## config.mk

```make
export PLATFORM = sky130hd
export DESIGN_NAME = unaligned_word_load_merge
export DESIGN_NICKNAME = d
export VERILOG_FILES = /design/src/uwl_pkg.sv /design/src/byte_merge.sv /design/src/unaligned_word_load_merge.sv
export SDC_FILE = /design/constraint.sdc
export NUM_CORES = 1
export LEC_CHECK = 0
export ABC_CLOCK_PERIOD_IN_PS = 8800
export BUFFER_PORTS_ARGS = -buffer_cell sky130_fd_sc_hd__buf_2
export CORE_MARGIN = 2
export CORE_UTILIZATION = 50
export DETAILED_ROUTE_END_ITERATION = 7
export GPL_TIMING_DRIVEN = 0
export MAX_ROUTING_LAYER = met4
export PLACE_DENSITY = 0.75
export RECOVER_POWER = 50
export SLEW_MARGIN = 40
export SYNTH_ARGS = -nofsm -noshare
export SYNTH_HDL_FRONTEND = slang
export SYNTH_SLANG_ARGS = --single-unit
```

## constraint.sdc

```tcl
create_clock -name mclk -period 8.8 [get_ports mclk]
set_clock_uncertainty 0.2 [all_clocks]
set_input_delay 1.32 -clock mclk [delete_from_list [all_inputs] [get_ports mclk]]
set_output_delay 1.32 -clock mclk [all_outputs]
set_load 0.005 [all_outputs]
```

## src/uwl_pkg.sv

```systemverilog
package uwl_pkg;
   localparam int unsigned XLEN          = 64;
   localparam int unsigned WLEN          = 32;
   localparam int unsigned REG_IDX_W     = 5;
   localparam logic [5:0]  OPC_LOAD_LEFT  = 6'h22;
   localparam logic [5:0]  OPC_LOAD_RIGHT = 6'h26;
   localparam int unsigned OPC_LSB       = 26;
   localparam int unsigned BASE_LSB      = 21;
   localparam int unsigned TARGET_LSB    = 16;
   localparam int unsigned OFFSET_W      = 16;
   localparam logic [3:0]  EXC_NONE      = 4'h0;
   localparam logic [3:0]  EXC_TLB_REFILL  = 4'h1;
   localparam logic [3:0]  EXC_TLB_INVALID = 4'h2;
   localparam logic [3:0]  EXC_BUS_ERROR   = 4'h3;
   localparam logic [3:0]  EXC_ADDR_ERROR  = 4'h4;
   localparam logic [3:0]  EXC_WATCH       = 4'h5;
   localparam logic [63:0] RESULT_RESET  = 64'h0;
   typedef enum logic [1:0] {OP_NONE, OP_LEFT, OP_RIGHT} load_op_t;
endpackage

```

## src/byte_merge.sv

```systemverilog
`timescale 1ns/100ps
`default_nettype none
// one partial-word merge, registered result
module byte_merge (
   input  wire logic        mclk,
   input  wire logic        rst,
   input  wire logic        ce,
   input  wire logic        load_en,
   input  wire logic        is_left,
   input  wire logic        big_endian,
   input  wire logic        fill_sign,
   input  wire logic [1:0]  offset,
   input  wire logic [31:0] mem_word,
   input  wire logic [63:0] old_value,
   output logic      [63:0] merged
);
   import uwl_pkg::*;

   logic [1:0]  byte_sel;
   logic [31:0] word_next;
   logic [31:0] upper_next;
   logic        full_word;

   always_comb begin
      // byte-order swap folds into a single index
      byte_sel  = offset ^ {2{big_endian}};
      word_next = old_value[31:0];
      full_word = 1'b0;
      if (is_left) begin
         // fetched bytes fill the high end of the low word
         case (byte_sel)
            2'd0: word_next = {mem_word[7:0],  old_value[23:0]};
            2'd1: word_next = {mem_word[15:0], old_value[15:0]};
            2'd2: word_next = {mem_word[23:0], old_value[7:0]};
            default: word_next = mem_word;
         endcase
         full_word = 1'b1;
      end else begin
         // fetched bytes fill the low end of the low word
         case (byte_sel)
            2'd0: word_next = mem_word;
            2'd1: word_next = {old_value[31:24], mem_word[31:8]};
            2'd2: word_next = {old_value[31:16], mem_word[31:16]};
            default: word_next = {old_value[31:8], mem_word[31:24]};
         endcase
         full_word = (byte_sel == 2'd0);
      end
      // sign-filled for left loads, full right words or with fill_sign, else old upper half kept; never zero-filled
      if (full_word || fill_sign)
         upper_next = {WLEN{word_next[31]}};
      else
         upper_next = old_value[63:32];
   end

   always_ff @(posedge mclk) begin
      if (rst)
         merged <= RESULT_RESET;
      else if (ce && load_en)
         merged <= {upper_next, word_next};
   end
endmodule
`default_nettype wire

```

## src/unaligned_word_load_merge.sv

```systemverilog
`timescale 1ns/100ps
`default_nettype none
module unaligned_word_load_merge #(
   parameter bit SIGN_FILL_PARTIAL = 1'b0
) (
   input  wire logic                         mclk,
   input  wire logic                         rst,
   input  wire logic                         ce,
   input  wire logic                         instr_valid,
   input  wire logic [31:0]                  instr,
   input  wire logic [uwl_pkg::XLEN-1:0]     base_value,
   input  wire logic [uwl_pkg::XLEN-1:0]     target_value,
   input  wire logic                         processor_byte_order_big,
   input  wire logic                         mem_valid,
   input  wire logic [63:0]                  mem_doubleword,
   input  wire logic [3:0]                   mem_exception,
   output logic                              mem_req,
   output logic      [uwl_pkg::XLEN-1:0]     effective_byte_address,
   output logic                              wb_valid,
   output logic      [4:0]                   wb_index,
   output logic      [uwl_pkg::XLEN-1:0]     wb_data,
   output logic                              exc_valid,
   output logic      [3:0]                   exc_code,
   output logic                              busy
);
   import uwl_pkg::*;

   load_op_t          op_reg;
   logic [4:0]        target_reg_field;
   logic [XLEN-1:0]   old_reg;
   logic              order_reg;
   logic              merge_en;
   logic              merge_done;
   logic [63:0]       merged;
   logic [31:0]       mem_word;
   logic [5:0]        opcode;
   logic              is_partial;
   logic [XLEN-1:0]   virtual_address;
   logic              forward_hit;
   logic [XLEN-1:0]   old_next;
   logic [4:0]        instr_target;
   logic              accept;
   logic              answer;
   logic              merge_hit;

   function automatic logic [XLEN-1:0] sext_offset(input logic [15:0] off);
      sext_offset = {{(XLEN - OFFSET_W){off[15]}}, off};
   endfunction

   function automatic logic [4:0] target_of(input logic [31:0] word);
      target_of = word[TARGET_LSB +: REG_IDX_W];
   endfunction

   assign opcode       = instr[31:OPC_LSB];
   assign is_partial   = (opcode == OPC_LOAD_LEFT) || (opcode == OPC_LOAD_RIGHT);
   assign instr_target = target_of(instr);
   assign accept       = !busy && instr_valid && is_partial;
   assign answer       = busy && mem_valid;
   // no alignment check on partial loads
   assign virtual_address = base_value + sext_offset(instr[15:0]);

   // a load taken right after busy drops finds its predecessor still in the
   // merge register; one taken a cycle later finds it on the writeback port
   assign merge_hit   = merge_done && (target_reg_field == instr_target);
   assign forward_hit = wb_valid && (wb_index == instr_target);
   always_comb begin
      if (merge_hit)
         old_next = merged;
      else if (forward_hit)
         old_next = wb_data;
      else
         old_next = target_value;
   end

   // word half of the doubleword follows address bit 2 and byte order
   assign mem_word = (effective_byte_address[2] ^ order_reg) ?
                     mem_doubleword[63:32] : mem_doubleword[31:0];
   assign merge_en = answer && (mem_exception == EXC_NONE);

   // busy from accept to the memory answer; offers meanwhile are dropped
   always_ff @(posedge mclk) begin
      if (rst) begin
         busy <= 1'b0;
      end else if (ce) begin
         if (accept)
            busy <= 1'b1;
         else if (answer)
            busy <= 1'b0;
      end
   end

   // one-cycle request pulse
   always_ff @(posedge mclk) begin
      if (rst)
         mem_req <= 1'b0;
      else if (ce)
         mem_req <= accept;
   end

   // kind of load, held for the merge
   always_ff @(posedge mclk) begin
      if (rst)
         op_reg <= OP_NONE;
      else if (ce && accept)
         op_reg <= (opcode == OPC_LOAD_LEFT) ? OP_LEFT : OP_RIGHT;
   end

   // destination index travels with the load
   always_ff @(posedge mclk) begin
      if (rst)
         target_reg_field <= 5'h0;
      else if (ce && accept)
         target_reg_field <= instr_target;
   end

   // old value sampled once; later register file writes cannot reach it
   always_ff @(posedge mclk) begin
      if (rst)
         old_reg <= RESULT_RESET;
      else if (ce && accept)
         old_reg <= old_next;
   end

   // byte order frozen at accept, so a mode change mid-load is harmless
   always_ff @(posedge mclk) begin
      if (rst)
         order_reg <= 1'b0;
      else if (ce && accept)
         order_reg <= processor_byte_order_big;
   end

   // address held for memory and for byte selection
   always_ff @(posedge mclk) begin
      if (rst)
         effective_byte_address <= RESULT_RESET;
      else if (ce && accept)
         effective_byte_address <= virtual_address;
   end

   byte_merge merge_unit (
      .mclk       (mclk),
      .rst        (rst),
      .ce         (ce),
      .load_en    (merge_en),
      .is_left    (op_reg == OP_LEFT),
      .big_endian (order_reg),
      .fill_sign  (SIGN_FILL_PARTIAL),
      .offset     (effective_byte_address[1:0]),
      .mem_word   (mem_word),
      .old_value  (old_reg),
      .merged     (merged)
   );

   always_ff @(posedge mclk) begin
      if (rst)
         merge_done <= 1'b0;
      else if (ce)
         merge_done <= merge_en;
   end

   // writeback pulse two edges after the answer
   always_ff @(posedge mclk) begin
      if (rst)
         wb_valid <= 1'b0;
      else if (ce)
         wb_valid <= merge_done;
   end

   always_ff @(posedge mclk) begin
      if (rst)
         wb_index <= 5'h0;
      else if (ce && merge_done)
         wb_index <= target_reg_field;
   end

   // result register feeds writeback and the forward path
   always_ff @(posedge mclk) begin
      if (rst)
         wb_data <= RESULT_RESET;
      else if (ce && merge_done)
         wb_data <= merged;
   end

   // only the memory-side faults are passed on
   always_ff @(posedge mclk) begin
      if (rst)
         exc_valid <= 1'b0;
      else if (ce)
         exc_valid <= answer && (mem_exception != EXC_NONE);
   end

   // code kept clear between faults
   always_ff @(posedge mclk) begin
      if (rst)
         exc_code <= EXC_NONE;
      else if (ce)
         exc_code <= answer ? mem_exception : EXC_NONE;
   end
endmodule
`default_nettype wire

```

# --- Word-level counts from Yosys, hierarchy flattened ---
# Cells that the tools add are included.
# Widths: inputs -> output; s select.
totals:
  reg_bits: 278
  inputBits: 234
  output_inout_bits: 141
  elab_cells: 53
classes:
  addsub: 1
  n_eq_ne: 7
  mux: 12
  bitwise: 2
  reduce_logical: 17
op_table:
  columns: ["operator", "count"]
  rows:
  - ["$pmux 32 s3", 2]
  - ["$mux 64", 2]
  - ["$mux 32", 3]
  - ["$add 64x64->64", 1]
  - ["$eq 6x6->1 const B", 2]
  - ["$eq 5x5->1", 2]
  - ["$logic_and 1x1->1", 10]
  - ["$eq 2x1->1 const B", 2]
  - ["$logic_not 4->1", 1]
  - ["$mux 4", 1]
  - ["$reduce_bool 4->1", 1]
  - ["$mux 1", 3]
  - ["$eq 2x2->1 const B", 1]
  - ["$logic_not 2->1", 1]
  - ["$mux 2", 1]
  - ["$reduce_and 2->1", 1]
  - ["$reduce_bool 2->1", 1]
  - ["$xor 2x2->2", 1]
  - ["$logic_not 1->1", 1]
  - ["$logic_or 1x1->1", 1]
  - ["$xor 1x1->1", 1]

# --- Logic depth before layout (Yosys ltp) ---
# Gate-level depths: netlist of run 1.
depth:
  ltp_word: 5
  mapped_depth: 12
  ltp_nobuf: 11

# --- Cells and area by module ---
# Synthesis of run 1 repeated with hierarchy kept, for this count alone.
hier_totals:
  hier_cells: 2236
  hier_area_um2: 17463.0
by_module_without_submodules:
  columns: ["mod", "instances", "cells_each", "area_per_inst_um2", "seq_area_each_um2"]
  rows:
  - ["unaligned_word_load_merge", 1, 1728, 13006.2, 4284.1]
  - ["byte_merge", 1, 508, 4456.8, 1281.2]

# --- Worst setup path after synthesis of run 1 ---
# No wires, ideal clock.
synth_timing:
  kind: "input -> register"
  startpoint: "input instr[0]"
  endpoint: "register effective_byte_address[52] (netlist bit)"
  setup_ns: 0.122
  t_arrival_ns: 3.797
  setup_slack_ns: 4.681
  path_stages: 11
  cell_sequence: "ha_1 -> fa_1 -> a21o_1 -> a221o_2 -> a41oi_4 -> o32ai_2 -> nand4bb_2 -> a21oi_2 -> o31ai_4 -> a2111oi_1 -> a311o_1"
synth_via:
  elab_chain_len: 1
synth_lines:
  columns: ["element", "line", "rtl"]
  rows:
  - ["start: declaration", "unaligned_word_load_merge.sv:10", "input wire logic [31:0] instr,"]
  - ["$add 64x64->64", "unaligned_word_load_merge.sv:60", "assign virtual_address = base_value + sext_offset(instr[15:0]);"]
  - ["end signal: assignment", "unaligned_word_load_merge.sv:137", "effective_byte_address <= virtual_address;"]
  - ["end: declaration", "unaligned_word_load_merge.sv:18", "output logic [uwl_pkg::XLEN-1:0] effective_byte_address,"]
# Every way passes these cells.
# A chain may end at the register's enable or synchronous reset.

# --- Worst setup path in the final report of run 1 ---
layout_timing:
  startpoint: "input instr[15]"
  endpoint: "register effective_byte_address[58] (netlist bit)"
# The elaborated chain is that of the path after synthesis.

==> results.md, run 1 <==
* Status: finished clean
* Total clock sinks at 278
* Post-cts sizing count at 0
* Detail Route Antenna Nets at 0
* Leak at ~0.0080 uW
* DRT Wirelength at between 60,000 and 70,000 microns
* Die area at about 35,000 sq um
* H-tree levels at 1
* CTS tree: done
* Synth top area cells: dfxtp_1 (34%), a21oi_1 (9.2%), nand2_1 (8.2%)
* Worst Tran Pin Value at roughly 0.9 ns
* First-pass GRT wire length at slightly below 100,000 microns
* Worst Hold Class: flip-flop to flip-flop
* Grt total ovfl at 0
* Num rows at between 60 and 70
* Tcrit/Tclk final at between 50% and 60%
* RePlAce Congestion at between 0.9 and 1
* Crit-path max FO at 49
* Largest net degree at the start of global routing at 50
* Unrepaired setup endpoints after global routing: no
* Hold depth at 2
* Clock transition at path regs at roughly 0.07 ns
* Non-Filler Instances at between 3,000 and 4,000
* Synth Cell Area at 16,500 sq um
* Setup CP Type: input port to flip-flop
* I/O Buffers at between 300 and 400
* Hold endpoint: effective_byte_address[15]$_SDFFE_PP0P_
* Setup crit start kind: input port
* Syn Area/Cell at approximately 7.5 sq um
* #FFs+latches synth at ~280
* Post-CTS Setup Inserts at 0
* R2R depth at 10
* Max cap viols at 0
* Yosys Warn Count at 0
* CTS Hold Bufs at 0
* Area leader, netlist: dfxtp_1
* R2R setup slack at slightly below 5 ns
* Final setup violation count at 0
* Most frequent cell after synthesis: nand2_1
* CTS Root Cell: clkbuf_16
* Mapped Cells at approximately 2,200
* Share of cells above drive strength 1 at roughly 14%
* Core Util, Final at about three fifths
* Relative slew slack at between 30% and 40%
* Max VDD drop at about 0.15 mV
* Initial DRC count at 1,802
* Synth Net Count at 2,498
* Vias in the first global route at about 17,000
* Die span in y at around 190 microns
* Post-synth EDFFs at 0
* Clock buffer depth at 3
* Sum of negative setup slack at 0 ns
* Final Max Slew Viols at 0
* Top cell type's share of synthesized area at about a third
* GRT Overall Usage at a little under two fifths
* Reg2reg end: merge_unit.merged[4]$_SDFFE_PP0P_
* Drt wl/cell at 21.3 microns
* Core box area at between 30,000 and 40,000 sq um
* Reg2Reg Launch Point: order_reg$_SDFFE_PP0P_
* DRC violation count after routing at 0
* Synth cell types at 80
* F_max at 0.220 GHz
* Crit. End Element: flip-flop
* # IOs at around 380
* Die width at about 190 microns
* Area grow syn2layout at 20.9%
* Synth top cells by count: nand2_1 (362), a21oi_1 (305), dfxtp_1 (278)
* Initial antenna violation count at 1
* Clock buffer count from CTS at 31
* Vias per cell at ~6
* Hold Fails Final Rpt at 0
* Sequential element share of the synthesized area at ~34%
* Dpl cells at 3,011
* DRT Pass-1 Iters at 8
* Initial core utilization at roughly half
* Tmin final at between 4 and 5 ns
* Post-DP HPWL at between 50,000 and 60,000 microns
* Arr. time, crit path at slightly below 5 ns
* Ys flop type: dfxtp_1
* Critical Path RT at around 9.1 ns
* Worst skew pair latency at a little under 0.6 ns
* FFs w/ async S/R, synth at 0%
* Min-delay src: effective_byte_address[15]$_SDFFE_PP0P_
* Nets@finish at a little under 3,000
* PD cells at 165 nW/um^2
* Vias at 18,607
==> through the flow <==
| step | cell area [sq um] | worst slack, ns | power, uW | hold WS (ns) |
|---|---|---|---|---|
| after floorplan | 16500 | 4.68 | 1580 | 0.240 |
| after global placement | 18900 | 3.37 | 1760 | 0.239 |
| after detailed placement | 18900 | 3.72 | 1760 | 0.245 |
| after CTS | 20100 | 4.32 | 3280 | 0.254 |
| after global routing | 20000 | 4.08 | 3380 | 0.272 |
| final | 20000 | 4.25 | 3290 | 0.253 |
==> cell usage in the layout (no fill, tap or decap), types with 5 or more instances in the layout <==
cell type,netlist,final
a211oi_1,111,111
a21o_1,26,26
a21oi_1,305,305
a221oi_1,5,5
a22oi_1,12,12
a31oi_1,14,14
and2_1,10,10
and3_1,12,12
buf_1,6,8
buf_2,22,283
bufinv_16,0,10
clkbuf_1,138,246
clkbuf_16,0,31
dfxtp_1,278,278
ha_1,63,63
inv_1,23,23
mux2i_1,98,98
nand2_1,362,362
nand2b_1,5,5
nand3_1,52,52
nand4_1,23,23
nor2_1,261,260
nor3_1,33,33
nor4_1,5,5
o2111ai_1,10,10
o211ai_1,15,15
o21a_1,10,10
o21ai_0,65,66
o21ai_1,36,35
o21bai_1,20,20
o221a_2,9,9
o221ai_1,16,16
o22ai_1,18,18
o31ai_1,6,6
or3_1,10,10
xnor2_1,30,31
xor2_1,20,20
==> critical path: stages <==
cell and delay (ns):
buf_4 0.50, ha_1 0.34, buf_2 0.18, a21oi_1 0.25, o21ai_0 0.20, a221oi_1 0.52, nand2_1 0.20, o211a_1 0.26
nor2_1 0.36, a311o_1 0.29, nand3_1 0.09, a32o_1 0.25
==> power breakdown <==
group	internal [uW]	total [uW]	switching, uW	leakage [uW]
clock	967	1540	572	0.000583
sequential	1260	1260	2.18	0.00224
combinational	173	488	314	0.00516
==> kinds of logic (layout without fill, tap and decap cells) <==
| logic type | Yosys count | count (layout) | synth area share [%] |
|---|---|---|---|
| AND/OR/NAND/NOR | 795 | 795 | 20.4 |
| AO/OA/AOI/OAI | 721 | 721 | 27.6 |
| flip-flops | 278 | 278 | 33.7 |
| buffers and inverters | 191 | 618 | 4.54 |
| multiplexers | 100 | 100 | 6.07 |
| adder cells (fa/ha/maj) | 64 | 64 | 4.89 |
| XOR/XNOR | 51 | 51 | 2.82 |
| other | 0 | 1 | 0 |
==> metal layers <==
layer  vias up  GRT usage, %  wire length (microns)
met1      8764          48.2                  27500
met3       163          5.89                   5640
met4         0          14.4                   2730
met5         -             -                      0
met2       958          59.4                  29700
li1       8722             -                      -
==> how the worst max path moves through the flow <==
stage | startpoint | to | slack [ns]
floorplan | instr[0] | effective_byte_address[52]$_SDFFE_PP0P_ | 4.68
global placement | instr[15] | effective_byte_address[58]$_SDFFE_PP0P_ | 3.37
detailed placement | instr[15] | effective_byte_address[58]$_SDFFE_PP0P_ | 3.72
CTS | instr[15] | effective_byte_address[58]$_SDFFE_PP0P_ | 4.32
global route | instr[15] | effective_byte_address[58]$_SDFFE_PP0P_ | 4.08
finish | instr[15] | effective_byte_address[58]$_SDFFE_PP0P_ | 4.25
==> layout make-up <==
class | count | area, sq um
fillers | 3101 | 12600
multi-input cells | 1731 | 10200
flip-flops and latches | 278 | 5570
repair buffers | 369 | 1720
clock buffers | 37 | 828
plain buffers | 168 | 663
well taps | 442 | 553
clock inverters | 21 | 378
inverters | 23 | 86.3
diodes | 1 | 2.50
Note: power is estimated with default switching activity, not from simulation.
==> run 2, diff against run 1 <==
--- a/config.mk
+++ b/config.mk
@@ -5,14 +5,15 @@
 export SDC_FILE = /design/constraint.sdc
 export NUM_CORES = 1
 export LEC_CHECK = 0
-export ABC_CLOCK_PERIOD_IN_PS = 8800
+export ABC_AREA = 1
+export ABC_CLOCK_PERIOD_IN_PS = 4590
 export BUFFER_PORTS_ARGS = -buffer_cell sky130_fd_sc_hd__buf_2
 export CORE_MARGIN = 2
 export CORE_UTILIZATION = 50
 export DETAILED_ROUTE_END_ITERATION = 7
 export GPL_TIMING_DRIVEN = 0
 export MAX_ROUTING_LAYER = met4
-export PLACE_DENSITY = 0.75
+export PLACE_DENSITY = 0.73
 export RECOVER_POWER = 50
 export SLEW_MARGIN = 40
 export SYNTH_ARGS = -nofsm -noshare
==> constraint.sdc (replaced) <==
create_clock -name mclk -period 4.59 [get_ports mclk]
set_clock_uncertainty 0.2 [all_clocks]
set_input_delay 0.6885 -clock mclk [delete_from_list [all_inputs] [get_ports mclk]]
set_output_delay 0.6885 -clock mclk [all_outputs]
set_load 0.005 [all_outputs]
==> run 2 against run 1 <==
Global-route usage shrank 1.2 points. Final area up 15%. Total power grew 91%. Register-to-register slack lost 3.0 ns. Largest power group unchanged. Highest routed layer unchanged.
==> results.md, run 2 <==
* Area grow syn2layout at 18.2%
* Multiplexer share of the synthesized area at 0% (-6.1 points)
* Final setup violation count at 0 (unchanged)
* Sw Share at 29.9% (+2.9 points)
* Post-synthesis compound-gate area fraction at 19.7% (-7.9 points)
* FFs w/ async S/R, synth at 0% (unchanged)
* Total clock sinks at 278 (unchanged)
* Post-DP HPWL at 58,700 microns (+17%)
* Worst skew pair latency at 0.55 ns (-0.03 ns)
* Most common cell after layout, fill and taps aside: nand2_1
* Logic gate share of total power at 18.0% (+3.2 points)
* Worst Tran Pin Value at 0.938 ns (+0.0188 ns)
* Critical-path top delay cell: buf_4
* Grt total ovfl at 0 (unchanged)
* Post-synth EDFFs at 0 (unchanged)
* H-tree levels at 2 (+1)
* Fill cell count at 4,074 (+31%)
* Relative slew slack at 37.4% (-0.81 points)
* Vias per cell at 5.30 (-13%)
* Final Max Slew Viols at 0 (unchanged)
* DRC violation count after routing at 0 (unchanged)
* Max VDD drop at 0.232 mV (+57%)
* Synth Net Count at 3,540 (+42%)
* Ys flop type: dfxtp_1
* Reg area at 5570 sq um (unchanged)
* Unrepaired setup endpoints after global routing: no
* PD cells at 273 nW/um^2 (+66%)
* Status: finished clean
* Post-CTS Setup Inserts at 0 (unchanged)
* CTS tree: done
* Max cap viols at 0 (unchanged)
* RePlAce Congestion at 0.981 (-0.91%)
* Die span in y at 201 microns (+8.4%)
* Top cell type's share of synthesized area at 28.6% (-5.1 points)
* Hold Fails Final Rpt at 0 (unchanged)
* Post-Synth Adder-Cell Area at 4.15% (-0.74 points)
* Clock transition at path regs at 0.06 ns (about the same)
* Post-cts sizing count at 0 (unchanged)
* Critical Path RT at 4.83 ns (-4.24 ns)
* Drt wl/cell at 17.5 microns (-18%)
* Arr. time, crit path at 3.28 ns (-1.53 ns)
* Area occupied by multi-input gates at 11,200 sq um (+9.4%)
* Setup crit start kind: input port
* Dpl cells at 4,128 (+37%)
* Crit-path max FO at 49 (unchanged)
* # IOs at 375 (unchanged)
* F_max at 0.330 GHz
* Area leader, netlist: dfxtp_1
* DRT Pass-1 Iters at 5 (-3)
* Leak at 0.0121 uW (+52%)
* Yosys Warn Count at 0 (unchanged)
* Worst Hold Class: input port to flip-flop
* Detail Route Antenna Nets at 0 (unchanged)
* CTS Hold Bufs at 0 (unchanged)
* #FFs+latches synth at 278 (unchanged)
* Mapped Cells at 3,242 (+47%)
* Synth cell types at 47 (-41%)
* Non-Filler Instances at 4,192 (+37%)
* CP cell instances: buf_4 -> ha_1 -> nand2_1 -> nor2_1 -> inv_1 -> nor3_1 -> nand3_1 -> nand2_1 -> nand2_1 -> nand3_1 -> nand3_1 -> nand2_1 -> inv_1
* Share of cells above drive strength 1 at 12.1% (-2.1 points)
* Synth top cells by count: nand2_1 (919), inv_1 (540), nor2_1 (376)
* Crit. End Element: flip-flop
* Initial DRC count at 1,584 (-12%)
* Main combinational cell family by area after synthesis: simple AND/OR/NAND/NOR gates
* GRT Overall Usage at 36.3% (-1.2 points)
* Worst path max stage delay at 0.47 ns (-0.05 ns)
* Num rows at 72 (+9.1%)
* Tcrit/Tclk final at around two thirds
* Power share of the clock group at 43.4% (-3.4 points)
* Syn Area/Cell at 6.01 sq um (-20%)
* First-pass GRT wire length at 113,000 microns (+16%)
* Sequential Power Share at 38.6% (+0.2 points)
* Most frequent cells in the layout: nand2_1 (920), inv_1 (543), nor2_1 (376), buf_2 (336), dfxtp_1 (278)
* Most frequent cell after synthesis: nand2_1
* Cell internal pwr at 4410 uW (+84%)
* DRT Wirelength at 73,200 microns (+12%)
* Nets@finish at 3,944 (+36%)
* Vias at 22,219 (+19%)
* Setup CP Type: input port to flip-flop
* I/O Buffers at 368 (-0.27%)
* Clock buffer count from CTS at 34 (+9.7%)
* Initial core utilization at 50.5% (-0.28 points)
* Sequential element share of the synthesized area at 28.6% (-5.1 points)
* Initial antenna violation count at 4 (+3)
* Clock buffer depth at 3 (unchanged)
* Synth Cell Area at 19,500 sq um (+18%)
* Switch Pwr at 1880 uW (+110%)
* Vias in the first global route at 20,518 (+20%)
* CTS Root Cell: clkbuf_16
* Sum of negative setup slack at 0 ns (unchanged)
* XOR/XNOR share of the synthesized area at 1.83% (-0.99 points)
* Most used cell along the critical path: nand2_1
* Core box area at 38,600 sq um (+19%)
* Synth top area cells: dfxtp_1 (29%), nand2_1 (18%), inv_1 (10%)
* Minimum hold slack at 0.203 ns (-0.0502 ns)
* Largest net degree at the start of global routing at 50 (unchanged)
* Die area at 40,500 sq um (+17%)
* Die width at 201 microns (+8.4%)
* Synth Area in Simple Gates at 31.6% (+11 points)
* Tmin final at about 3 ns
==> run 2: power by group through the flow <==
| stage | Sequential, uW | Clock [uW] | Combinational, uW |
|---|---|---|---|
| CTS | 2430 | 2750 | 1120 |
| global placement | 2480 | 0 | 1110 |
| finish | 2430 | 2730 | 1130 |
| global route | 2430 | 2850 | 1260 |
| detailed placement | 2480 | 0 | 1110 |
| floorplan | 2480 | 0 | 725 |
==> run 2: worst paths after layout <==
check,start,cells after the start,slack [ns],to
hold reg to reg,exc_code[3]$_SDFFE_PP0P_,2,0.26,exc_code[3]$_SDFFE_PP0P_
setup / recovery,instr[15],13,1.56,effective_byte_address[58]$_SDFFE_PP0P_
setup reg to reg,order_reg$_SDFFE_PP0P_,10,1.82,merge_unit.merged[3]$_SDFFE_PP0P_
hold / removal,mem_exception[2],3,0.20,exc_code[2]$_SDFFE_PP0P_
==> run 2: metal layers <==
layer	track usage (%)	vias up	wire, microns
met3	5.23	172	5350
met4	16.6	0	3570
met5	-	-	0
li1	-	11092	-
met1	44.5	10116	30700
met2	59.0	839	33600
==> run 2: kinds of logic (layout without fill, tap and decap cells) <==
family / Yosys count / count (layout)
DFF: 278 / 278
and+or+nand+nor: 1530 / 1530
adders and majority gates: 64 / 64
AOI/OAI and AO/OA: 626 / 626
xor gates and xnor gates: 39 / 39
other: 0 / 4
buffers and inverters: 705 / 1133
==> run 2: cell type report <==
class	instances	share of cell area, %
tap	518	2.82
multi-input combinational	2259	48.4
clock inverter	13	0.734
sequential	278	24.2
buffer	157	2.96
clock buffer	47	4.21
timing repair buffer	368	7.63
antenna	4	0.0435
inverter	548	8.98
==> run 2: through the flow <==
stage / setup WS (ns) / util, % / power, uW / instance area, sq um
after floorplan: 2.00 / - / 3200 / 19500
after global placement: 0.738 / 57.0 / 3590 / 22000
after detailed placement: 1.08 / 57.0 / 3590 / 22000
after CTS: 1.65 / 59.9 / 6300 / 23100
after global routing: 1.34 / 59.7 / 6540 / 23000
final: 1.56 / 59.7 / 6290 / 23000
==> run 2: critical path: cells and delay by family <==
family | cells | cell delay (ns)
fa+ha+maj | 1 | 0.35
buf+inv | 3 | 0.59
simple gates | 9 | 1.59
